File: src/rtl/buffer_ptr_pkg.sv
// constants and types of the buffer and transfer pointer block
package buffer_ptr_pkg;

  // register indices; byte address on the bus is four times the index
  localparam logic [6:0] IDX_BUF_AREA_HI = 7'h20;
  localparam logic [6:0] IDX_BUF_AREA_LO = 7'h21;
  localparam logic [6:0] IDX_LAST_AREA_HI = 7'h24;
  localparam logic [6:0] IDX_LAST_AREA_LO = 7'h25;
  localparam logic [6:0] IDX_TGT_MINUTE = 7'h27;
  localparam logic [6:0] IDX_TGT_SECOND = 7'h28;
  localparam logic [6:0] IDX_TGT_BLOCK = 7'h29;
  localparam logic [6:0] IDX_REM_HI = 7'h2B;
  localparam logic [6:0] IDX_REM_MID = 7'h2C;
  localparam logic [6:0] IDX_REM_LO = 7'h2D;
  localparam logic [6:0] IDX_XFR_AREA_HI = 7'h2E;
  localparam logic [6:0] IDX_XFR_AREA_LO = 7'h2F;
  localparam logic [6:0] IDX_XFR_POS = 7'h31;
  localparam logic [6:0] IDX_BYTE_CNT_HI = 7'h33;
  localparam logic [6:0] IDX_BYTE_CNT_MID = 7'h34;
  localparam logic [6:0] IDX_BYTE_CNT_LO = 7'h35;
  localparam logic [6:0] IDX_HEAD_HI = 7'h37;
  localparam logic [6:0] IDX_HEAD_MID = 7'h38;
  localparam logic [6:0] IDX_HEAD_LO = 7'h39;
  localparam logic [6:0] IDX_STOP_HI = 7'h3B;
  localparam logic [6:0] IDX_STOP_MID = 7'h3C;
  localparam logic [6:0] IDX_STOP_LO = 7'h3D;
  localparam logic [6:0] IDX_AVAIL_HI = 7'h46;
  localparam logic [6:0] IDX_AVAIL_LO = 7'h47;
  localparam logic [6:0] IDX_CONTROL = 7'h60;
  localparam logic [6:0] IDX_STATUS = 7'h61;
  localparam logic [6:0] IDX_IRQ_STATUS = 7'h62;
  localparam logic [6:0] IDX_IRQ_MASK = 7'h63;

  // widths
  localparam int AREA_W = 9;
  localparam int ADDR_W = 20;
  localparam int BLOCKS_W = 24;
  localparam int AVAIL_W = 11;
  localparam int POS_W = 2;
  localparam int IRQ_W = 4;

  // field positions
  localparam int CTRL_END_LIMIT_BIT = 1;
  localparam int CTRL_XFR_MODE_LSB = 2;
  localparam int CTRL_CMD_LSB = 4;
  localparam int STAT_MISMATCH_BIT = 0;
  localparam int STAT_STOPPED_BIT = 1;
  localparam int IRQ_MISMATCH = 0;
  localparam int IRQ_STOPPED = 1;
  localparam int IRQ_BLOCKS_DONE = 2;
  localparam int IRQ_BYTES_DONE = 3;

  // reset values
  localparam logic [7:0] BYTE_RESET = 8'h00;
  localparam logic [7:0] CONTROL_RESET = 8'h00;
  localparam logic [IRQ_W-1:0] IRQ_MASK_RESET = 4'h0;

  typedef enum logic [1:0] {
    XFR_MANUAL = 2'b00,
    XFR_AUTO_2048 = 2'b01,
    XFR_AUTO_512 = 2'b10,
    XFR_AUTO_1024 = 2'b11
  } xfer_mode_t;

  typedef enum logic [1:0] {
    CMD_NONE = 2'b00,
    CMD_DRIVE_BUF = 2'b01,
    CMD_SUBCODE_BUF = 2'b10,
    CMD_MONITOR = 2'b11
  } cmd_mode_t;

endpackage

File: src/rtl/buffering_if.sv
// signals between the register side and the buffering stop unit
`timescale 1ns/100ps
interface buffering_if;
  import buffer_ptr_pkg::*;
  logic end_limit;
  cmd_mode_t cmd;
  logic [AREA_W-1:0] last_area;
  logic [ADDR_W-1:0] stop_addr;
  logic sector_done;
  logic sub_wr;
  logic [ADDR_W-1:0] sub_addr;
  logic cmd_start;
  logic area_wr_hi;
  logic area_wr_lo;
  logic [7:0] wdata;
  logic [AREA_W-1:0] area;
  logic stopped;
  logic stop_event;

  modport ctrl (
    output end_limit, cmd, last_area, stop_addr, sector_done, sub_wr, sub_addr,
    output cmd_start, area_wr_hi, area_wr_lo, wdata,
    input area, stopped, stop_event
  );
  modport unit (
    input end_limit, cmd, last_area, stop_addr, sector_done, sub_wr, sub_addr,
    input cmd_start, area_wr_hi, area_wr_lo, wdata,
    output area, stopped, stop_event
  );
endinterface

File: src/rtl/decoder_buffer_transfer_pointers.sv
// buffer management and transfer pointer registers of the decoder
//
// How it works
// - nine-bit drive last area register
// - stop buffering after last area written
// - target differs from current: set mismatch
// - remaining block count decrements per block
// - transfer area starts, increments per block in 2048 mode, every 2 or 4 blocks in 1024/512 modes
// - block position steps in 512/1024 modes
// - block position ignored in other modes
// - counters readable at any time
// - manual byte count loads, reads remaining
// - stop buffering at subcode stop address
// - buffering area increments per sector in drive buffering mode only
// - transferable count decrements per block
//
// Our own choice: the Avalon-MM interface to the registers.
`timescale 1ns/100ps
module decoder_buffer_transfer_pointers (
  // clock and reset
  input wire logic clk,
  input wire logic rst,
  // avalon-mm slave
  input wire logic [8:0] address,
  input wire logic read,
  input wire logic write,
  input wire logic [31:0] writedata,
  input wire logic [3:0] byteenable,
  output logic [31:0] readdata,
  output logic waitrequest,
  // decoder events
  input wire logic command_start,
  input wire logic sector_buffered,
  input wire logic subcode_written,
  input wire logic [buffer_ptr_pkg::ADDR_W-1:0] subcode_address,
  input wire logic header_valid,
  input wire logic [7:0] current_minute,
  input wire logic [7:0] current_second,
  input wire logic [7:0] current_block,
  // host transfer events
  input wire logic block_transferred,
  input wire logic byte_transferred,
  // pointers to the buffer side
  output logic buffering_allowed,
  output logic [buffer_ptr_pkg::AREA_W-1:0] buffering_area,
  output logic [buffer_ptr_pkg::AREA_W-1:0] transfer_area,
  output logic [buffer_ptr_pkg::POS_W-1:0] transfer_position,
  output logic [buffer_ptr_pkg::ADDR_W-1:0] manual_head_address,
  output logic [buffer_ptr_pkg::ADDR_W-1:0] manual_byte_count,
  // interrupt
  output logic irq
);
  import buffer_ptr_pkg::*;

  logic ack_q;
  logic [31:0] readdata_q;
  logic [31:0] rdata_d;
  logic [6:0] idx;
  logic wr;
  logic [7:0] wd;

  logic [7:0] control_q;
  logic [AREA_W-1:0] last_area_q;
  logic [7:0] tgt_minute_q;
  logic [7:0] tgt_second_q;
  logic [7:0] tgt_block_q;
  logic target_mismatch_flag_q;
  logic [BLOCKS_W-1:0] remaining_block_count_q;
  logic [AREA_W-1:0] transfer_area_pointer_q;
  logic [POS_W-1:0] transfer_block_position_q;
  logic [ADDR_W-1:0] manual_byte_count_q;
  logic [ADDR_W-1:0] manual_head_address_q;
  logic [ADDR_W-1:0] subcode_stop_address_q;
  logic [3:0] stop_hi_stage_q;
  logic [7:0] stop_mid_stage_q;
  logic [AVAIL_W-1:0] transferable_block_count_q;
  logic [IRQ_W-1:0] irq_status_q;
  logic [IRQ_W-1:0] irq_mask_q;
  logic [IRQ_W-1:0] irq_events;

  xfer_mode_t xfer_mode;
  cmd_mode_t cmd_mode;
  logic end_limit_enable;
  logic auto_block;
  logic area_advance;
  logic [POS_W-1:0] pos_next;
  logic mismatch_now;
  logic blocks_done;
  logic bytes_done;

  buffering_if bif ();

  assign idx = address[8:2];
  assign wd = writedata[7:0];
  assign end_limit_enable = control_q[CTRL_END_LIMIT_BIT];
  assign xfer_mode = xfer_mode_t'(control_q[CTRL_XFR_MODE_LSB +: 2]);
  assign cmd_mode = cmd_mode_t'(control_q[CTRL_CMD_LSB +: 2]);

  // one wait state per access; the write lands on the edge that ends it
  assign waitrequest = (read || write) && !ack_q;
  assign wr = write && ack_q && byteenable[0];

  always_ff @(posedge clk) begin
    if (rst) begin
      ack_q <= 1'b0;
    end else begin
      ack_q <= (read || write) && !ack_q;
    end
  end

  always_ff @(posedge clk) begin
    if (rst) begin
      readdata_q <= '0;
    end else if (read && !ack_q) begin
      readdata_q <= rdata_d;
    end
  end
  assign readdata = readdata_q;

  // live counter readback, unmapped reads zero
  always_comb begin
    rdata_d = '0;
    if (idx == IDX_BUF_AREA_HI) begin
      rdata_d[0] = bif.area[AREA_W-1];
    end else if (idx == IDX_BUF_AREA_LO) begin
      rdata_d[7:0] = bif.area[7:0];
    end else if (idx == IDX_LAST_AREA_HI) begin
      rdata_d[0] = last_area_q[AREA_W-1];
    end else if (idx == IDX_LAST_AREA_LO) begin
      rdata_d[7:0] = last_area_q[7:0];
    end else if (idx == IDX_TGT_MINUTE) begin
      rdata_d[7:0] = tgt_minute_q;
    end else if (idx == IDX_TGT_SECOND) begin
      rdata_d[7:0] = tgt_second_q;
    end else if (idx == IDX_TGT_BLOCK) begin
      rdata_d[7:0] = tgt_block_q;
    end else if (idx == IDX_REM_HI) begin
      rdata_d[7:0] = remaining_block_count_q[23:16];
    end else if (idx == IDX_REM_MID) begin
      rdata_d[7:0] = remaining_block_count_q[15:8];
    end else if (idx == IDX_REM_LO) begin
      rdata_d[7:0] = remaining_block_count_q[7:0];
    end else if (idx == IDX_XFR_AREA_HI) begin
      rdata_d[0] = transfer_area_pointer_q[AREA_W-1];
    end else if (idx == IDX_XFR_AREA_LO) begin
      rdata_d[7:0] = transfer_area_pointer_q[7:0];
    end else if (idx == IDX_XFR_POS) begin
      rdata_d[POS_W-1:0] = transfer_block_position_q;
    end else if (idx == IDX_BYTE_CNT_HI) begin
      rdata_d[3:0] = manual_byte_count_q[19:16];
    end else if (idx == IDX_BYTE_CNT_MID) begin
      rdata_d[7:0] = manual_byte_count_q[15:8];
    end else if (idx == IDX_BYTE_CNT_LO) begin
      rdata_d[7:0] = manual_byte_count_q[7:0];
    end else if (idx == IDX_HEAD_HI) begin
      rdata_d[3:0] = manual_head_address_q[19:16];
    end else if (idx == IDX_HEAD_MID) begin
      rdata_d[7:0] = manual_head_address_q[15:8];
    end else if (idx == IDX_HEAD_LO) begin
      rdata_d[7:0] = manual_head_address_q[7:0];
    end else if (idx == IDX_STOP_HI) begin
      rdata_d[3:0] = subcode_stop_address_q[19:16];
    end else if (idx == IDX_STOP_MID) begin
      rdata_d[7:0] = subcode_stop_address_q[15:8];
    end else if (idx == IDX_STOP_LO) begin
      rdata_d[7:0] = subcode_stop_address_q[7:0];
    end else if (idx == IDX_AVAIL_HI) begin
      rdata_d[2:0] = transferable_block_count_q[10:8];
    end else if (idx == IDX_AVAIL_LO) begin
      rdata_d[7:0] = transferable_block_count_q[7:0];
    end else if (idx == IDX_CONTROL) begin
      rdata_d[7:0] = control_q;
    end else if (idx == IDX_STATUS) begin
      rdata_d[STAT_MISMATCH_BIT] = target_mismatch_flag_q;
      rdata_d[STAT_STOPPED_BIT] = bif.stopped;
    end else if (idx == IDX_IRQ_STATUS) begin
      rdata_d[IRQ_W-1:0] = irq_status_q;
    end else if (idx == IDX_IRQ_MASK) begin
      rdata_d[IRQ_W-1:0] = irq_mask_q;
    end
  end

  always_ff @(posedge clk) begin
    if (rst) begin
      control_q <= CONTROL_RESET;
    end else if (wr && idx == IDX_CONTROL) begin
      control_q <= wd;
    end
  end

  always_ff @(posedge clk) begin
    if (rst) begin
      last_area_q <= '0;
    end else if (wr && idx == IDX_LAST_AREA_HI) begin
      last_area_q[AREA_W-1] <= wd[0];
    end else if (wr && idx == IDX_LAST_AREA_LO) begin
      last_area_q[7:0] <= wd;
    end
  end

  always_ff @(posedge clk) begin
    if (rst) begin
      tgt_minute_q <= BYTE_RESET;
      tgt_second_q <= BYTE_RESET;
      tgt_block_q <= BYTE_RESET;
    end else if (wr && idx == IDX_TGT_MINUTE) begin
      tgt_minute_q <= wd;
    end else if (wr && idx == IDX_TGT_SECOND) begin
      tgt_second_q <= wd;
    end else if (wr && idx == IDX_TGT_BLOCK) begin
      tgt_block_q <= wd;
    end
  end

  assign mismatch_now = header_valid && ({current_minute, current_second, current_block} !=
                        {tgt_minute_q, tgt_second_q, tgt_block_q});

  always_ff @(posedge clk) begin
    if (rst) begin
      target_mismatch_flag_q <= 1'b0;
    end else if (header_valid) begin
      target_mismatch_flag_q <= mismatch_now;
    end
  end

  assign blocks_done = block_transferred && (remaining_block_count_q == BLOCKS_W'(1));

  always_ff @(posedge clk) begin
    if (rst) begin
      remaining_block_count_q <= '0;
    end else if (wr && idx == IDX_REM_HI) begin
      remaining_block_count_q[23:16] <= wd;
    end else if (wr && idx == IDX_REM_MID) begin
      remaining_block_count_q[15:8] <= wd;
    end else if (wr && idx == IDX_REM_LO) begin
      remaining_block_count_q[7:0] <= wd;
    end else if (block_transferred && remaining_block_count_q != '0) begin
      remaining_block_count_q <= remaining_block_count_q - 1'b1;
    end
  end

  always_comb begin
    case (xfer_mode)
      XFR_AUTO_2048: begin
        area_advance = 1'b1;
        pos_next = transfer_block_position_q;
      end
      XFR_AUTO_512: begin
        area_advance = (transfer_block_position_q == 2'h3);
        pos_next = transfer_block_position_q + 1'b1;
      end
      XFR_AUTO_1024: begin
        area_advance = transfer_block_position_q[0];
        pos_next = {transfer_block_position_q[1], ~transfer_block_position_q[0]};
      end
      default: begin
        area_advance = 1'b0;
        pos_next = transfer_block_position_q;
      end
    endcase
  end
  assign auto_block = block_transferred && (xfer_mode != XFR_MANUAL);

  always_ff @(posedge clk) begin
    if (rst) begin
      transfer_area_pointer_q <= '0;
    end else if (wr && idx == IDX_XFR_AREA_HI) begin
      transfer_area_pointer_q[AREA_W-1] <= wd[0];
    end else if (wr && idx == IDX_XFR_AREA_LO) begin
      transfer_area_pointer_q[7:0] <= wd;
    end else if (auto_block && area_advance) begin
      transfer_area_pointer_q <= transfer_area_pointer_q + 1'b1;
    end
  end

  // only two bits are kept, upper bits of the write are dropped
  always_ff @(posedge clk) begin
    if (rst) begin
      transfer_block_position_q <= '0;
    end else if (wr && idx == IDX_XFR_POS) begin
      transfer_block_position_q <= wd[POS_W-1:0];
    end else if (auto_block) begin
      transfer_block_position_q <= pos_next;
    end
  end

  always_ff @(posedge clk) begin
    if (rst) begin
      transferable_block_count_q <= '0;
    end else if (wr && idx == IDX_AVAIL_HI) begin
      transferable_block_count_q[10:8] <= wd[2:0];
    end else if (wr && idx == IDX_AVAIL_LO) begin
      transferable_block_count_q[7:0] <= wd;
    end else if (block_transferred && transferable_block_count_q != '0) begin
      transferable_block_count_q <= transferable_block_count_q - 1'b1;
    end
  end

  assign bytes_done = byte_transferred && (xfer_mode == XFR_MANUAL) && (manual_byte_count_q == ADDR_W'(1));

  always_ff @(posedge clk) begin
    if (rst) begin
      manual_byte_count_q <= '0;
    end else if (wr && idx == IDX_BYTE_CNT_HI) begin
      manual_byte_count_q[19:16] <= wd[3:0];
    end else if (wr && idx == IDX_BYTE_CNT_MID) begin
      manual_byte_count_q[15:8] <= wd;
    end else if (wr && idx == IDX_BYTE_CNT_LO) begin
      manual_byte_count_q[7:0] <= wd;
    end else if (byte_transferred && xfer_mode == XFR_MANUAL && manual_byte_count_q != '0) begin
      manual_byte_count_q <= manual_byte_count_q - 1'b1;
    end
  end

  // upper nibble of the high byte is not stored
  always_ff @(posedge clk) begin
    if (rst) begin
      manual_head_address_q <= '0;
    end else if (wr && idx == IDX_HEAD_HI) begin
      manual_head_address_q[19:16] <= wd[3:0];
    end else if (wr && idx == IDX_HEAD_MID) begin
      manual_head_address_q[15:8] <= wd;
    end else if (wr && idx == IDX_HEAD_LO) begin
      manual_head_address_q[7:0] <= wd;
    end else if (byte_transferred && xfer_mode == XFR_MANUAL && manual_byte_count_q != '0) begin
      manual_head_address_q <= manual_head_address_q + 1'b1;
    end
  end

  // stop address commits on low byte
  // staging avoids a half-written address ever being compared
  always_ff @(posedge clk) begin
    if (rst) begin
      stop_hi_stage_q <= '0;
      stop_mid_stage_q <= BYTE_RESET;
      subcode_stop_address_q <= '0;
    end else if (wr && idx == IDX_STOP_HI) begin
      stop_hi_stage_q <= wd[3:0];
    end else if (wr && idx == IDX_STOP_MID) begin
      stop_mid_stage_q <= wd;
    end else if (wr && idx == IDX_STOP_LO) begin
      subcode_stop_address_q <= {stop_hi_stage_q, stop_mid_stage_q, wd};
    end
  end

  assign bif.end_limit = end_limit_enable;
  assign bif.cmd = cmd_mode;
  assign bif.last_area = last_area_q;
  assign bif.stop_addr = subcode_stop_address_q;
  assign bif.sector_done = sector_buffered;
  assign bif.sub_wr = subcode_written;
  assign bif.sub_addr = subcode_address;
  assign bif.cmd_start = command_start;
  assign bif.area_wr_hi = wr && idx == IDX_BUF_AREA_HI;
  assign bif.area_wr_lo = wr && idx == IDX_BUF_AREA_LO;
  assign bif.wdata = wd;

  buffering_stop_unit u_stop (
    .clk(clk),
    .rst(rst),
    .bif(bif)
  );

  // sticky events; a new event beats a write-one clear
  always_comb begin
    irq_events = '0;
    irq_events[IRQ_MISMATCH] = mismatch_now;
    irq_events[IRQ_STOPPED] = bif.stop_event;
    irq_events[IRQ_BLOCKS_DONE] = blocks_done;
    irq_events[IRQ_BYTES_DONE] = bytes_done;
  end

  always_ff @(posedge clk) begin
    if (rst) begin
      irq_status_q <= '0;
    end else if (wr && idx == IDX_IRQ_STATUS) begin
      irq_status_q <= (irq_status_q & ~wd[IRQ_W-1:0]) | irq_events;
    end else begin
      irq_status_q <= irq_status_q | irq_events;
    end
  end

  always_ff @(posedge clk) begin
    if (rst) begin
      irq_mask_q <= IRQ_MASK_RESET;
    end else if (wr && idx == IDX_IRQ_MASK) begin
      irq_mask_q <= wd[IRQ_W-1:0];
    end
  end

  assign irq = |(irq_status_q & irq_mask_q);
  assign buffering_allowed = !bif.stopped;
  assign buffering_area = bif.area;
  assign transfer_area = transfer_area_pointer_q;
  assign transfer_position = transfer_block_position_q;
  assign manual_head_address = manual_head_address_q;
  assign manual_byte_count = manual_byte_count_q;
endmodule

File: src/rtl/buffering_stop_unit.sv
// buffering area pointer and end-limit stop logic
`timescale 1ns/100ps
module buffering_stop_unit (
  // clock and reset
  input wire logic clk,
  input wire logic rst,
  // link to register side
  buffering_if.unit bif
);
  import buffer_ptr_pkg::*;

  logic [AREA_W-1:0] area_q;
  logic stopped_q;
  logic drive_hit;
  logic sub_hit;

  assign drive_hit = bif.end_limit && (bif.cmd == CMD_DRIVE_BUF) && bif.sector_done && (area_q == bif.last_area);
  assign sub_hit = bif.end_limit && (bif.cmd == CMD_SUBCODE_BUF) && bif.sub_wr && (bif.sub_addr == bif.stop_addr);

  // a match in the same cycle as a restart keeps the stop
  always_ff @(posedge clk) begin
    if (rst) begin
      stopped_q <= 1'b0;
    end else if (drive_hit || sub_hit) begin
      stopped_q <= 1'b1;
    end else if (bif.cmd_start || bif.area_wr_hi || bif.area_wr_lo) begin
      stopped_q <= 1'b0;
    end
  end

  always_ff @(posedge clk) begin
    if (rst) begin
      area_q <= '0;
    end else if (bif.area_wr_hi) begin
      area_q[AREA_W-1] <= bif.wdata[0];
    end else if (bif.area_wr_lo) begin
      area_q[7:0] <= bif.wdata;
    end else if (bif.sector_done && bif.cmd == CMD_DRIVE_BUF && !stopped_q && !drive_hit) begin
      area_q <= area_q + 1'b1;
    end
  end

  assign bif.area = area_q;
  assign bif.stopped = stopped_q;
  assign bif.stop_event = (drive_hit || sub_hit) && !stopped_q;
endmodule

File: config.mk
export PLATFORM = sky130hd
export DESIGN_NAME = decoder_buffer_transfer_pointers
export DESIGN_NICKNAME = d
export VERILOG_FILES = /design/src/rtl/buffer_ptr_pkg.sv /design/src/rtl/buffering_if.sv /design/src/rtl/decoder_buffer_transfer_pointers.sv /design/src/rtl/buffering_stop_unit.sv
export SDC_FILE = /design/constraint.sdc
export NUM_CORES = 1
export LEC_CHECK = 0
export BUFFER_PORTS_ARGS = -buffer_cell sky130_fd_sc_hd__buf_2
export CAP_MARGIN = 20
export CORE_MARGIN = 8
export CORE_UTILIZATION = 45
export CTS_BUF_LIST = sky130_fd_sc_hd__clkbuf_4 sky130_fd_sc_hd__clkbuf_8
export DETAILED_ROUTE_END_ITERATION = 8
export MAX_ROUTING_LAYER = met4
export PLACE_DENSITY = 0.66
export SLEW_MARGIN = 30
export SYNTH_ARGS = -nofsm -noshare
export SYNTH_HDL_FRONTEND = slang
export SYNTH_SLANG_ARGS = --single-unit
File: constraint.sdc
create_clock -name clk -period 3 [get_ports clk]
set_input_delay 0.45 -clock clk [delete_from_list [all_inputs] [get_ports clk]]
set_output_delay 0.45 -clock clk [all_outputs]
set_load 0.02 [all_outputs]
==> out/metrics.yaml <==
wire_per_inst_um: 23.2
hold_depth: 3
required_ps: 3350
synth-xor-area-share_pct: 5.42
routed_wl_um: 49900
syn-cell-area_sq_um: 12300
peakVddDrop_v: 0.000368
synth_edf_count: 0
layout.nets: 1895
max_cap_viol_count: 0
drtIter0Drc: 1742
cp_max_fo: 5
netSwitchingPower_w: 0.00366
coreArea_sq_um: 26900
min_from: "header_valid"
cts_made_buffers: 17
swShare_pct: 43.0
synthArstFlopShare_pct: 0
die_w_um: 181
rrSetupSlack_ps: 350
hold_end: "target_mismatch_flag_q"
grt_pass1_vias: 13000
startpoint_type: "flip-flop"
synth_top_family_by_area: "simple AND/OR/NAND/NOR gates"
timing.rr.end: "remaining_block_count_q[1]"
pwr-share-clk_pct: 20.6
maxSlewViolCount: 0
synthFlopType: "dfxtp_1"
period_share_pct: 88.4
die_h_um: 181
hpwlAfterDp_um: 36300
n_fill_cell: 2700
yosys-mux-area-fraction_pct: 3.83
drc: 0
drtPass1Iterations: 8
total_power_w: 0.00851
area_growth_pct: 14.9
final_layout_size_suffix_gt1_share_pct: 18.6
status: "finished, final reports clean"
relSlewSlack_pct: 39.1
hold_viol_final: 0
core.rowCount: 60
cts_root_buffer: "clkbuf_8"
grt_max_degree: 109
arrival_ps: 3000
syn-instance-count: 1635
ys_warn_count: 0
synth_fa_ha_area_share_pct: 0.917
cp-end-kind: "flip-flop"
setup_viol: 0
vias_per_cell: 6.45
final_cells: 2145
die_area_sq_um: 32800
skew_ps: 25.7
cts.sinks: 187
grt_overflow: 0
path_class: "reg2reg"
r2r.worst_path.cells: 6
ant_nets: 0
finalWeightedCongestion: 1.06
synth-seq-cells: 187
routed-via-count: 13800
fin_crit_ps: 2650
dp.cells: 2109
cts_buffer_depth: 2
cts.repair.resized: 0
grt_pass1_wl_um: 77100
seq_area_frac_synth_pct: 30.5
seqPwrFrac_pct: 38.5
initial_core_util_pct: 45.7
antenna_found_initial: 5
hold_class: "in2reg"
finalSetupTns_ps: 0
cts.reportedPaths.clkPinSlew_ps: 120
rsz0062_at_grt: "false"
fmax_mhz: 377
worst_pin_slew_ps: 905
pwr-share-comb_pct: 41.0
intPower_w: 0.00486
clk_latency_ps: 490
cts_tree: "built"
portBuffers: 140
powerDensity_nw_per_um2: 603
yosysUniqueCellTypes: 93
htree_levels: 4
regToRegStartpoint: "remaining_block_count_q[15]"
hold_buffers: 0
synth_compound_area_share_pct: 25.2
io_pins: 194
p_leak_nw: 5.27
postCtsSetupBuffers: 0
grt_util_all_layers_pct: 30.2
syn_area_per_cell_sq_um: 7.51
synthSimpleGateAreaFrac_pct: 27.5
final cells by class:
| cell class | count | area (sq um) | share of cell area, % |
|---|---|---|---|
| diodes | 4 | 10.0 | 0.0709 |
| well taps | 341 | 427 | 3.02 |
| clock buffers | 18 | 241 | 1.71 |
| clock inverters | 14 | 150 | 1.06 |
| inverters | 25 | 93.8 | 0.665 |
| flip-flops and latches | 187 | 3740 | 26.5 |
| repair buffers | 257 | 1620 | 11.5 |
| multi-input cells | 1299 | 7830 | 55.5 |
layout by cell type, fill, tap and decap left out, types with 8 or more instances in the layout:
cell type and instances:
inv_1 25, and3_1 18, xnor2_1 43, ha_1 9, a211oi_1 30, a31oi_1 24, nand4_1 39, o31ai_1 15
nor3b_1 8, clkbuf_8 17, nand2_1 207, or2_2 9, dfxtp_1 187, buf_2 139, conb_1 24, a21oi_1 151
nand3b_1 8, nor3_1 55, mux2i_1 38, nor2_1 137, nor4_1 34, nand2b_1 14, a22oi_1 28, o22ai_1 9
or3_1 12, o211ai_1 16, o21ai_0 85, a221oi_1 8, or4_1 12, buf_4 115, nand3_1 65, xor2_1 33
power by group through the flow:
stage	sequential [W]	clock [W]	combinational, W
2_1_floorplan	0.00321	0	0.00250
5_1_grt	0.00330	0.00185	0.00382
6_report	0.00328	0.00175	0.00349
4_1_cts	0.00324	0.00177	0.00343
3_5_place_dp	0.00329	0	0.00341
3_3_place_gp	0.00329	0	0.00335
kinds of logic (layout without fill, tap and decap cells):
kind of cell / Yosys count / count (layout)
and+or+nand+nor: 674 / 674
xor gates and xnor gates: 76 / 76
AOI/OAI and AO/OA: 472 / 472
muxes: 44 / 44
DFF: 187 / 187
other: 1 / 28
buffers and inverters: 172 / 314
adders and majority gates: 9 / 9
stage by stage:
stage               hold WS [ps]  util [%]  worst slack [ps]  cell area, sq um
floorplan                    431         -               411             12400
global placement             436      51.0               222             13700
detailed placement           447      51.0               203             13700
CTS                          230      52.5               376             14100
global route                 278      52.5               258             14100
finish                       247      52.5               347             14100
layer usage:
metal / vias up / GRT usage (%) / part of all wire [%]
met3: 134 / 5.76 / 9.7
met1: 6592 / 40.0 / 43
met2: 785 / 44.6 / 43
met5: - / - / 0
li1: 6329 / - / -
met4: 0 / 12.7 / 3.9
cell usage after synthesis, types with 6 or more instances:
master	number	area, sq um
a221oi_1	8	70.1
o21ai_0	85	425
o31ai_1	15	113
nand4b_1	6	52.6
buf_6	6	67.6
nand4_1	39	244
nand3b_1	8	60.1
or4_1	12	90.1
clkbuf_1	92	345
o211ai_1	16	120
nor3b_1	8	60.1
a31oi_1	24	150
ha_1	9	113
a222oi_1	6	60.1
buf_4	27	203
nor2b_1	7	43.8
a21oi_1	151	756
a311oi_1	7	61.3
nor4_1	37	231
inv_1	25	93.8
buf_2	15	75.1
or2_2	9	56.3
nor3_1	56	280
mux2i_1	38	380
a22oi_1	28	210
o32ai_1	6	52.6
o221ai_1	6	52.6
nor2_1	137	514
xor2_1	33	289
xnor2_1	43	377
nand3_1	65	325
nand2_1	207	777
o22ai_1	9	56.3
o21a_1	7	52.6
dfxtp_1	187	3740
nand2b_1	14	87.6
and2_1	7	43.8
or3_1	12	75.1
a22o_1	7	61.3
a211oi_1	30	225
and3_1	18	113
worst max-delay path, cell delays in order (launching register included):
cell	delay [ps]
dfxtp_1	390
or4_1	580
or4b_4	560
o31ai_1	440
a21oi_1	280
mux2i_1	210
nor2_1	50
registers in the layout (all words and copies together), names as in the netlist, 9 cells and up:
name                        count
transfer_area                   9
transferable_block_count_q     11
bif.last_area                   9
bif.stop_addr                  20
manual_head_address            20
manual_byte_count              20
remaining_block_count_q        24
u_stop.bif.area                 9
worst max-delay path by stage:
stage	startpoint	end	slack (ps)	depth (start not counted)
final	remaining_block_count_q[15]	remaining_block_count_q[1]	350	6
after global routing	remaining_block_count_q[15]	remaining_block_count_q[7]	260	6
after CTS	remaining_block_count_q[15]	remaining_block_count_q[0]	380	6
after detailed placement	address[7]	readdata[7]	200	8
after global placement	address[2]	readdata[2]	220	7
after floorplan	manual_byte_count[0]	manual_byte_count[13]	410	8
Power figures use the tool's default switching activity.
